--- config.mk ---
export PLATFORM = sky130hd
export DESIGN_NAME = cod_decoder
export DESIGN_NICKNAME = d
export VERILOG_FILES = /design/src/cod_reg_map.v /design/src/cod_imm_expand.v /design/src/cod_decoder.v
export VERILOG_INCLUDE_DIRS = /design/src /design/src/src
export SDC_FILE = /design/constraint.sdc
export NUM_CORES = 1
export LEC_CHECK = 0
export BUFFER_PORTS_ARGS = -buffer_cell sky130_fd_sc_hd__buf_2
export CAP_MARGIN = 15
export CORE_MARGIN = 2
export CORE_UTILIZATION = 48
export DETAILED_ROUTE_END_ITERATION = 12
export PLACE_DENSITY = 0.77
export SYNTH_ARGS = -nofsm -noshare
export SYNTH_HDL_FRONTEND = slang
export SYNTH_SLANG_ARGS = --single-unit
--- constraint.sdc ---
create_clock -name clk -period 2.7 [get_ports clk]
set_clock_uncertainty 0.1 [all_clocks]
set_input_delay 0.27 -clock clk [delete_from_list [all_inputs] [get_ports clk]]
set_output_delay 0.27 -clock clk [all_outputs]
set_load 0.01 [all_outputs]
--- src/cod_defs.vh ---
// Purpose: constants for the compact operand decoder
// Assumes: included by bare name from design files
// Notes: opcode values are chosen locally; field layouts are fixed
`ifndef COD_DEFS_VH
`define COD_DEFS_VH

// ==================================================
// Implicit and special register numbers
`define COD_REG_ZERO 5'h00
`define COD_REG_GP 5'h1c
`define COD_REG_SP 5'h1d
`define COD_REG_RA 5'h1f
`define COD_REG_S0 5'h10
`define COD_REG_S1 5'h11

// ==================================================
// Operand source select codes
`define COD_SRC_GPR 2'h0
`define COD_SRC_PC 2'h1
`define COD_SRC_UPPER 2'h2
`define COD_SRC_BOTTOM 2'h3

// ==================================================
// Operation codes seen by this decoder
`define COD_OP_NONE 5'h00
`define COD_OP_ADDI2 5'h01
`define COD_OP_MASKI 5'h02
`define COD_OP_SB 5'h03
`define COD_OP_SH 5'h04
`define COD_OP_SW 5'h05
`define COD_OP_COPY 5'h06
`define COD_OP_JR16 5'h07
`define COD_OP_LOAD_WORD_STACK_REL 5'h08
`define COD_OP_STORE_WORD_STACK_REL 5'h09
`define COD_OP_RDUP 5'h0a
`define COD_OP_RDBOT 5'h0b
`define COD_OP_LWGP 5'h0c
`define COD_OP_BEQZ16 5'h0d
`define COD_OP_B16 5'h0e
`define COD_OP_BRANCH_ZERO_NODELAY 5'h0f
`define COD_OP_BRANCH_NONZERO_NODELAY 5'h10
`define COD_OP_CALL_REG_SHORT_SLOT 5'h11
`define COD_OP_JALRSHB 5'h12
`define COD_OP_LOAD_WORD_SCALED_INDEX 5'h13
`define COD_OP_ADDIPC 5'h14
`define COD_OP_JALRS16 5'h15

// ==================================================
// Shift amounts and return offsets
`define COD_SHIFT_HALF 5'h01
`define COD_SHIFT_WORD 5'h02
`define COD_LINK_SHORT 32'h00000002

`endif

--- src/cod_reg_map.v ---
// Purpose: maps a 3-bit compact register code to a register number
// Assumes: purely combinational
// Notes: store_src selects the store-source set
`timescale 1ns/1ns
module cod_reg_map (
   // Code in
   input wire [2:0] code,
   input wire store_src,
   // Register out
   output reg [4:0] reg_num
);
`include "cod_defs.vh"

   // ==================================================
   // Decode; codes 2..7 pass straight through
   always @* begin
      case (code)
         3'h0: reg_num = store_src ? `COD_REG_ZERO : `COD_REG_S0; // RQ1 RQ2
         3'h1: reg_num = `COD_REG_S1; // RQ1 RQ2
         default: reg_num = {2'h0, code}; // RQ3
      endcase
   end
endmodule // cod_reg_map

--- src/cod_imm_expand.v ---
// Purpose: expands coded compact immediates
// Assumes: purely combinational
// Notes: results are full 32-bit values
`timescale 1ns/1ns
module cod_imm_expand (
   // Codes in
   input wire [2:0] add_code,
   input wire [3:0] mask_code,
   // Values out
   output reg [31:0] add_val,
   output reg [31:0] mask_val
);
`include "cod_defs.vh"

   // ==================================================
   // Add immediate table, -1 is sign-extended
   always @* begin
      case (add_code)
         3'h0: add_val = 32'hffffffff; // RQ8 RQ16
         3'h1: add_val = 32'h00000001;
         3'h2: add_val = 32'h00000004;
         3'h3: add_val = 32'h00000008;
         3'h4: add_val = 32'h0000000c;
         3'h5: add_val = 32'h00000010;
         3'h6: add_val = 32'h00000014;
         default: add_val = 32'h00000018;
      endcase
   end

   // ==================================================
   // Mask table, always zero-extended
   always @* begin
      case (mask_code)
         4'h0: mask_val = 32'h00000001; // RQ9 RQ16
         4'h1: mask_val = 32'h00000002;
         4'h2: mask_val = 32'h00000003;
         4'h3: mask_val = 32'h00000004;
         4'h4: mask_val = 32'h00000007;
         4'h5: mask_val = 32'h00000008;
         4'h6: mask_val = 32'h0000000f;
         4'h7: mask_val = 32'h00000010;
         4'h8: mask_val = 32'h0000001f;
         4'h9: mask_val = 32'h00000020;
         4'ha: mask_val = 32'h0000003f;
         4'hb: mask_val = 32'h00000040;
         4'hc: mask_val = 32'h00000080;
         4'hd: mask_val = 32'h000000ff;
         4'he: mask_val = 32'h00008000;
         default: mask_val = 32'h0000ffff;
      endcase
   end
endmodule // cod_imm_expand

--- src/cod_decoder.v ---
// Purpose: operand decode for compact instruction forms
// Assumes: fetch gives a pre-classified op code and raw instruction word
// Notes: one cycle of latency; outputs registered
// How it works
// RQ1: 3-bit codes 0,1 give 16,17; else 2-7
// RQ2: store source: 0 zero, 1 r17, 2-7
// RQ3: 3-bit codes reach only eight; copy reaches all
// RQ4: compact 5-bit fields reach any register
// RQ5: implicit global, stack, link are 28,29,31
// RQ6: PC-relative add: PC, 3-bit dest, 23-bit imm
// RQ7: product reads pick upper or bottom word
// RQ8: two-register add immediate table in order
// RQ9: mask immediate table of sixteen in order
// RQ10: zero branches: one register, 16-bit offset, no slot
// RQ11: register calls link past short slot
// RQ12: scaled load: base plus index times four
// RQ13: 5-bit fields encode register numbers linearly
// RQ14: compact branch offsets shift left one
// RQ15: stack word offsets shift left two
// RQ16: extend expanded immediates to 32 bits
`timescale 1ns/1ns
module cod_decoder (
   // Clock and reset
   input wire clk,
   input wire rst,
   // From fetch
   input wire in_valid,
   input wire [4:0] op,
   input wire [31:0] instr,
   input wire [31:0] pc,
   // Decoded operands
   output reg out_valid_ff,
   output reg [4:0] src_a_ff,
   output reg [4:0] src_b_ff,
   output reg [4:0] dest_ff,
   output reg dest_we_ff,
   output reg [1:0] src_sel_ff,
   output reg [31:0] imm_ff,
   output reg [4:0] imm_shift_ff,
   output reg [4:0] index_shift_ff,
   output reg no_delay_slot_ff,
   output reg [31:0] link_addr_ff,
   output reg link_we_ff
);
`include "cod_defs.vh"

   // ==================================================
   // Sign extension helper for a field of given width
   function [31:0] sext;
      input [22:0] v;
      input [4:0] w;
      reg [31:0] t;
      begin
         t = {9'h000, v};
         sext = t;
         // Width must stay within 1..23; the field's top bit is the sign
         if (v[w - 5'h01])
            sext = t | ~((32'h00000001 << w) - 32'h00000001);
      end
   endfunction

   // ==================================================
   // Compact field positions in the low halfword
   wire [2:0] f_rd3 = instr[9:7];
   wire [2:0] f_rs3 = instr[6:4];
   wire [2:0] f_rb3 = instr[9:7]; // Store base sits clear of the offset bits
   wire [4:0] f_r5a = instr[9:5];
   wire [4:0] f_r5b = instr[4:0];
   // 32-bit form fields
   wire [4:0] f_rt32 = instr[25:21];
   wire [4:0] f_rs32 = instr[20:16];
   wire [4:0] f_rd32 = instr[15:11];

   // Mapped register numbers and expanded immediates
   wire [4:0] map_rd;
   wire [4:0] map_rs;
   wire [4:0] map_rb;
   wire [4:0] map_st;
   wire [31:0] add_val;
   wire [31:0] mask_val;

   // ==================================================
   // Register code maps
   cod_reg_map u_map_rd (
      .code(f_rd3),
      .store_src(1'b0),
      .reg_num(map_rd)
   );
   cod_reg_map u_map_rs (
      .code(f_rs3),
      .store_src(1'b0),
      .reg_num(map_rs)
   );
   cod_reg_map u_map_rb (
      .code(f_rb3),
      .store_src(1'b0),
      .reg_num(map_rb)
   );
   cod_reg_map u_map_st (
      .code(f_rs3),
      .store_src(1'b1),
      .reg_num(map_st)
   );

   // Immediate tables
   cod_imm_expand u_imm (
      .add_code(instr[3:1]),
      .mask_code(instr[3:0]),
      .add_val(add_val),
      .mask_val(mask_val)
   );

   // Next values of the output registers
   reg [4:0] nxt_src_a;
   reg [4:0] nxt_src_b;
   reg [4:0] nxt_dest;
   reg nxt_dest_we;
   reg [1:0] nxt_src_sel;
   reg [31:0] nxt_imm;
   reg [4:0] nxt_imm_shift;
   reg [4:0] nxt_index_shift;
   reg nxt_no_delay;
   reg nxt_link_we;

   // ==================================================
   // Per-operation operand decode
   always @* begin
      // Start from an unknown op: no operands and no writes
      nxt_src_a = `COD_REG_ZERO;
      nxt_src_b = `COD_REG_ZERO;
      nxt_dest = `COD_REG_ZERO;
      nxt_dest_we = 1'b0;
      nxt_src_sel = `COD_SRC_GPR;
      nxt_imm = 32'h00000000;
      nxt_imm_shift = 5'h00;
      nxt_index_shift = 5'h00;
      nxt_no_delay = 1'b0;
      nxt_link_we = 1'b0;
      case (op)
         // Two-register add with coded immediate
         `COD_OP_ADDI2: begin
            nxt_src_a = map_rs; // RQ1
            nxt_dest = map_rd; // RQ1
            nxt_dest_we = 1'b1;
            nxt_imm = add_val; // RQ8 RQ16
         end

         // Mask immediate from the sixteen-entry table
         `COD_OP_MASKI: begin
            nxt_src_a = map_rs; // RQ1
            nxt_dest = map_rd;
            nxt_dest_we = 1'b1;
            nxt_imm = mask_val; // RQ9 RQ16
         end

         // Compact stores: base, source from the store set, offset
         `COD_OP_SB, `COD_OP_SH, `COD_OP_SW: begin
            nxt_src_a = map_rb; // RQ1
            nxt_src_b = map_st; // RQ2
            nxt_imm = {28'h0000000, instr[3:0]}; // RQ16
            // Offset scales with access size
            if (op == `COD_OP_SH)
               nxt_imm_shift = `COD_SHIFT_HALF;
            else if (op == `COD_OP_SW)
               nxt_imm_shift = `COD_SHIFT_WORD;
         end

         // Register copy names any register on both sides
         `COD_OP_COPY: begin
            nxt_dest = f_r5a; // RQ3 RQ13
            nxt_src_a = f_r5b; // RQ3 RQ13
            nxt_dest_we = 1'b1;
         end

         // Register jump through a full 5-bit field
         `COD_OP_JR16: begin
            nxt_src_a = f_r5b; // RQ4 RQ13
         end

         // Compact call links into the return register
         `COD_OP_JALRS16: begin
            nxt_src_a = f_r5b; // RQ4
            nxt_dest = `COD_REG_RA; // RQ5
            nxt_link_we = 1'b1; // RQ11
         end

         // Stack-relative word access; offset counts words
         `COD_OP_LOAD_WORD_STACK_REL, `COD_OP_STORE_WORD_STACK_REL: begin
            nxt_src_a = `COD_REG_SP; // RQ5
            if (op == `COD_OP_LOAD_WORD_STACK_REL) begin
               nxt_dest = f_r5a; // RQ4 RQ13
               nxt_dest_we = 1'b1;
            end else begin
               nxt_src_b = f_r5a; // RQ4
            end
            nxt_imm = {27'h0000000, instr[4:0]}; // RQ16
            nxt_imm_shift = `COD_SHIFT_WORD; // RQ15
         end

         // Product reads take a special word, not a register
         `COD_OP_RDUP, `COD_OP_RDBOT: begin
            nxt_dest = f_r5b; // RQ4
            nxt_dest_we = 1'b1;
            nxt_src_sel = (op == `COD_OP_RDUP) ? `COD_SRC_UPPER : `COD_SRC_BOTTOM; // RQ7
         end

         // Load relative to the global base pointer
         `COD_OP_LWGP: begin
            nxt_src_a = `COD_REG_GP; // RQ5
            nxt_dest = map_rd;
            nxt_dest_we = 1'b1;
            nxt_imm = sext({16'h0000, instr[6:0]}, 5'h07); // RQ16
            nxt_imm_shift = `COD_SHIFT_WORD;
         end

         // Compact zero test branch on a 3-bit register
         `COD_OP_BEQZ16: begin
            nxt_src_a = map_rd; // RQ1
            nxt_imm = sext({16'h0000, instr[6:0]}, 5'h07); // RQ16
            nxt_imm_shift = `COD_SHIFT_HALF; // RQ14
         end

         // Compact unconditional branch, 10-bit offset
         `COD_OP_B16: begin
            nxt_imm = sext({13'h0000, instr[9:0]}, 5'h0a); // RQ16
            nxt_imm_shift = `COD_SHIFT_HALF; // RQ14
         end

         // 32-bit zero test branches; nothing issues in a slot
         `COD_OP_BRANCH_ZERO_NODELAY, `COD_OP_BRANCH_NONZERO_NODELAY: begin
            nxt_src_a = f_rs32; // RQ10 RQ13
            nxt_imm = sext({7'h00, instr[15:0]}, 5'h10); // RQ10 RQ16
            nxt_imm_shift = `COD_SHIFT_HALF; // RQ14
            nxt_no_delay = 1'b1; // RQ10
         end

         // 32-bit calls; the barrier form decodes the same here
         `COD_OP_CALL_REG_SHORT_SLOT, `COD_OP_JALRSHB: begin
            nxt_src_a = f_rs32; // RQ13
            nxt_dest = f_rt32; // RQ13
            nxt_link_we = 1'b1; // RQ11
         end

         // Scaled indexed load: index counts words
         `COD_OP_LOAD_WORD_SCALED_INDEX: begin
            nxt_src_a = f_rs32; // RQ12 RQ13
            nxt_src_b = f_rt32; // RQ12
            nxt_dest = f_rd32; // RQ12
            nxt_dest_we = 1'b1;
            nxt_index_shift = `COD_SHIFT_WORD; // RQ12
         end

         // PC-relative add; the pc itself is the source
         `COD_OP_ADDIPC: begin
            nxt_src_sel = `COD_SRC_PC; // RQ6
            nxt_dest = map_rd; // RQ6
            nxt_dest_we = 1'b1;
            nxt_imm = sext(instr[22:0], 5'h17); // RQ6 RQ16
            nxt_imm_shift = `COD_SHIFT_WORD;
         end

         // Unknown op codes decode to nothing
         default: begin
            nxt_src_a = `COD_REG_ZERO;
         end
      endcase
   end

   // ==================================================
   // Output registers; link is pc of call plus call and short slot
   always @(posedge clk or posedge rst) begin
      if (rst) begin
         out_valid_ff <= 1'b0;
         src_a_ff <= 5'h00;
         src_b_ff <= 5'h00;
         dest_ff <= 5'h00;
         dest_we_ff <= 1'b0;
         src_sel_ff <= 2'h0;
         imm_ff <= 32'h00000000;
         imm_shift_ff <= 5'h00;
         index_shift_ff <= 5'h00;
         no_delay_slot_ff <= 1'b0;
         link_addr_ff <= 32'h00000000;
         link_we_ff <= 1'b0;
      end else begin
         // Operands follow fetch every cycle; only valid and writes are gated
         out_valid_ff <= in_valid;
         src_a_ff <= nxt_src_a;
         src_b_ff <= nxt_src_b;
         dest_ff <= nxt_dest;
         dest_we_ff <= nxt_dest_we & in_valid;
         src_sel_ff <= nxt_src_sel;
         imm_ff <= nxt_imm;
         imm_shift_ff <= nxt_imm_shift;
         index_shift_ff <= nxt_index_shift;
         no_delay_slot_ff <= nxt_no_delay;
         // Short slot: 32-bit call adds 4+2, 16-bit call adds 2+2
         if (op == `COD_OP_JALRS16)
            link_addr_ff <= pc + `COD_LINK_SHORT + `COD_LINK_SHORT; // RQ11
         else
            link_addr_ff <= pc + 32'h00000004 + `COD_LINK_SHORT; // RQ11
         link_we_ff <= nxt_link_we & in_valid;
      end
   end
endmodule // cod_decoder

## Word-level counts from Yosys, hierarchy flattened

Memories as Yosys holds them, arrays and structs flattened.
Cells that the tools add are included.

| storage, ports and cells | value |
|---|---|
| register bits | 95 |
| memory bits (read-only) | 256 |
| input port bits | 72 |
| output and inout port bits | 95 |
| logic and storage cells | 91 |
| memories | 1 |

| cells by class | value |
|---|---|
| add/sub/neg operators | 4 |
| equality and inequality tests | 29 |
| mux-type cells | 25 |
| bitwise gates (word level) | 2 |
| reduce and logical (&&, ||, !) cells | 18 |

Memory list:

| name | depth | width | read ports | clocked after memory_dff | wr ports | RTL line | source |
|---|---|---|---|---|---|---|---|
| (no name shown) | 16 | 16 | 1 | 0 | 0 | cod_imm_expand.v:33 | `case (mask_code)` |

Operators with widths:

| operator | count |
|---|---|
| $pmux 32 s8 | 1 |
| $pmux 32 s7 | 1 |
| $mux 32 | 5 |
| $add 32x2->32 const B | 3 |
| $eq 5x4->1 const B | 8 |
| $pmux 5 s7 | 1 |
| $add 32x3->32 const B | 1 |
| $eq 5x5->1 const B | 6 |
| $pmux 5 s2 | 3 |
| $pmux 5 s6 | 1 |
| $eq 5x3->1 const B | 4 |
| $reduce_or 4->1 | 4 |
| $pmux 5 s3 | 1 |
| $reduce_or 2->1 | 6 |
| $eq 5x2->1 const B | 2 |
| $mux 5 | 2 |
| $eq 3x1->1 const B | 3 |
| $eq 3x3->1 const B | 3 |
| $logic_not 3->1 | 3 |
| $reduce_or 3->1 | 3 |
| $reduce_or 8->1 | 1 |
| $eq 3x2->1 const B | 2 |
| $mux 2 | 3 |
| $pmux 2 s3 | 1 |
| 6 further kinds | 10 |

## Logic depth before layout (Yosys ltp)

| logic depth | value |
|---|---|
| depth in word-level cells | 4 |
| gate-level depth with buffers | 8 |
| mapped depth without buffers | 7 |

## Hierarchy

Synthesis repeated with hierarchy kept, for this count alone.

| second synthesis, totals | value |
|---|---|
| cell total of the unflattened synthesis | 532 |
| area total of the unflattened synthesis | 5156.2 um^2 |

Modules (own cells, without submodules):

| module | instances | cells each | area an instance (um^2) | sequential area each (um^2) |
|---|---|---|---|---|
| cod_decoder | 1 | 424 | 4453.0 | 2202.1 |
| cod_imm_expand | 1 | 80 | 548.0 | 0.0 |
| cod_reg_map | 4 | 7 | 38.8 | 0.0 |

## Worst setup path after synthesis

Ideal clock, no wire load.

| timing path | value |
|---|---|
| path kind | input -> register |
| from | input op[1] |
| to | register link_addr_ff[22] |
| library setup time | 0.122 ns |
| arrival time | 1.481 ns |
| setup slack | 0.997 ns |
| cell stages on the path | 7 |
| path buffers | 2 |
| path through | nand2b_1 > buf_2 > o31a_1 > and3_1 > buf_6 > and3_1 > xor2_1 |

| on the way | value |
|---|---|
| word-level cells in the longest chain between the ends | 2 |

Ends and longest elaborated chain:

| element | RTL line | source |
|---|---|---|
| start: declaration | cod_decoder.v:28 | `input wire [4:0] op,` |
| $eq 5x5->1 | -- |  |
| $mux 32 | cod_decoder.v:298 | `` if (op == `COD_OP_JALRS16) `` |
| end signal: assignment | cod_decoder.v:299 | `` link_addr_ff <= pc + `COD_LINK_SHORT + `COD_LINK_SHORT; `` |
| end signal: assignment | cod_decoder.v:301 | `` link_addr_ff <= pc + 32'h00000004 + `COD_LINK_SHORT; `` |
| end: declaration | cod_decoder.v:42 | `output reg [31:0] link_addr_ff,` |

Every way passes these cells.

## Worst setup path in the final report

| timing path | value |
|---|---|
| from | input op[1] |
| to | register link_addr_ff[27] |

Same word-level chain as after synthesis.

==> metrics.txt <==
status=completed; RSZ-0062 raised after global routing=no; maximum vdd ir drop=roughly 250 uV; DR WL/cell=about 17 um; placeable core region=8130 um^2; power density over the cells=roughly 520 nW/um^2; most frequent cells in the layout=153 x buf_2, 79 x dfrtp_1, 51 x nand2_1; Critical Path RT=approximately 2.8 ns; unique cell type count in the Yosys netlist=62; Avg Inst Size Synth=9.96 um^2; Inserted Diodes=0; post-synthesis mux area share=0%; most common flop cell mapped by yosys=dfrtp_1; nets=626; Chip Width=between 90 and 100 um; Fin. Hold Viols=0; Die H=roughly 95 um; Setup violations, final=0; Antenna Nets Post-Route=0; CP cell instances=buf_2, nand2b_1, o21ai_0, o2111a_1, nand4_1, xnor2_1; post-synthesis xor/xnor area fraction=7.66%; total gr overflow=0; number of buffers added on ports=approximately 150; CTS tree=done; Worst EP arrival=1.99 ns; Sink Count=just under 80; DIE AREA=between 9000 and 10000 um^2; CTS resizes=0; Relative slew margins=54.8%; Yosys warning total=0; DRT Pass-1 Iters=5; hold path cells=2; commonest non-fill, non-tap cell in the layout=buf_2; crit-path max FO=20; Post-synth ARST share=100%; CTS Buf Count=9; DRT iter0 DRCs=418; cell family with most CP delay=compound AO/OA/AOI/OAI gates; Starting Density=49.2%; Post-CTS Setup Bufs=0; post-route insts no fill=659; CP max stage delay=a little under 0.5 ns; Post-Synthesis Cells=402; kind of end point of the critical path=flip-flop; Max Buffers Root-to-Sink=2; Worst-Margin Slew=0.676 ns; wire length of the first global-routing pass=16.4 mm; Hold Slack=about 0.015 ns; synthesized-area fraction occupied by adder cells=1.56%; Synth Area in Compound Gates=between 10% and 20%; Clock Pin Slew Worst Setup and Hold Paths=about 0.080 ns; Post-synth EDFFs=0; fillcell total=approximately 670; Max-cap violations=0; FP Rows=33; vias=roughly 3700; minimum clock period=between 1.5 and 2 ns; f_max=roughly 540 MHz; Min-Delay Path Class=input port to flip-flop; share of cells above drive strength 1=approximately a third; Synth Register Bits=79; vias in the first global route=about 3300; hold buffers post-CTS=5; critical path class=input port to flip-flop; initial antenna violation count=0; main combinational cell family by area after synthesis=simple AND/OR/NAND/NOR gates; Total GRT Usage=23.8%; RePlAce Congestion=0.890; total wire length=~11 mm; critical path depth=6; DPL Wire Length=between 8 and 9 mm; Final Cycle Share=69.0%; Mapped Area=between 4000 and 5000 um^2; Final TNS setup=0 ns; Residual DRC=0; H-tree depth=3; largest net degree at the start of global routing=47; simple-gate share of the synthesized area=between 20% and 30%; CP max-delay cell=o2111a_1; sequential fraction of the synthesis area=roughly half; DR vias/cell=5.59; CP startpoint kind=input port; fin. max-slew vios=0; Lkg Pwr=approximately 2.7 nW; CTS root buffer=clkbuf_8; Placed Instances=about 640; Hold Startpoint=pc[14]; Hold Path Sink=link_addr_ff[14]$_DFF_PP0_; Worst Path Buf+Inv=1; layout overhead on the synthesized area=25.6%; io pins=between 150 and 200
[cell usage after synthesis (all sizes together), types with 2 or more instances]
library cell,n,share of area (%)
and4,4,0.94
a21oi,20,2.6
a211oi,2,0.37
xor2,7,1.5
a221o,6,1.5
nor3,5,0.62
or3,3,0.59
a31oi,2,0.31
o22ai,2,0.31
and2,3,0.47
and3,15,2.3
nand4,11,1.7
nand3,20,2.6
buf,27,4.5
a22oi,4,0.75
nor4,2,0.47
ha,5,1.6
dfrtp,79,49
nor2b,5,0.78
nand2b,2,0.31
a222oi,2,0.50
or2,3,0.47
o21ai,11,1.4
nor3b,4,1.2
clkbuf,6,0.56
o221ai,4,0.87
nor2,23,2.2
a221oi,4,0.87
nand2,51,4.8
xnor2,28,6.1
a21o,9,1.7
inv,12,1.1
o211ai,3,0.56
[flip-flops by register name, summed over array words and instances, names as in the netlist]
register,cells
src_sel_ff,2
out_valid_ff,1
src_a_ff,5
link_addr_ff,32
link_we_ff,1
index_shift_ff,1
imm_ff,23
src_b_ff,5
dest_we_ff,1
imm_shift_ff,2
dest_ff,5
no_delay_slot_ff,1
[cell type report]
class,instances,area [um^2],share of cell area [%]
clock inverters,6,67.6,1.34
well taps,105,131,2.61
flip-flops and latches,79,1980,39.3
repair buffers,163,866,17.2
inverters,12,46.3,0.921
multi-input cells,284,1800,35.8
clock buffers,10,138,2.74
[how the worst max path moves through the flow]
stage / from / to / slack [ns]
5_1_grt: op[1] / link_addr_ff[27]$_DFF_PP0_ / 0.72
4_1_cts: op[1] / link_addr_ff[27]$_DFF_PP0_ / 0.86
3_5_place_dp: op[1] / link_addr_ff[27]$_DFF_PP0_ / 0.50
2_1_floorplan: rst / dest_ff[0]$_DFF_PP0_ / 0.31
3_3_place_gp: op[1] / link_addr_ff[31]$_DFF_PP0_ / 0.57
6_report: op[1] / link_addr_ff[27]$_DFF_PP0_ / 0.84
[stage by stage]
step / total power (W) / utilization (%) / worst slack, ns / instance area [um^2]
floorplan: 0.00154 / - / 0.307 / 4030
global placement: 0.00173 / 58.7 / 0.571 / 4770
detailed placement: 0.00174 / 58.7 / 0.503 / 4770
CTS: 0.00263 / 61.8 / 0.861 / 5030
global route: 0.00275 / 61.8 / 0.719 / 5030
finish: 0.00262 / 61.8 / 0.836 / 5030
[routing by layer]
layer | track usage [%] | vias up | part of all wire, %
li1 | - | 1703 | -
met1 | 32.4 | 1760 | 41
met2 | 36.5 | 200 | 47
met3 | 5.77 | 23 | 9.3
met4 | 9.54 | 0 | 2.6
met5 | 0 | - | 0
[kinds of logic after synthesis]
group / after synthesis
buf+inv: 45
flops: 79
xor+xnor: 35
simple gates: 155
fa+ha+maj: 5
other cells: 1
compound gates: 82
[power breakdown]
group / internal (W) / switching (W) / total, W
Combinational: 0.000176 / 0.000275 / 0.000452
Sequential: 0.00125 / 0.0000183 / 0.00127
Clock: 0.000455 / 0.000442 / 0.000897
No activity file was read; power rests on OpenSTA's default activity.
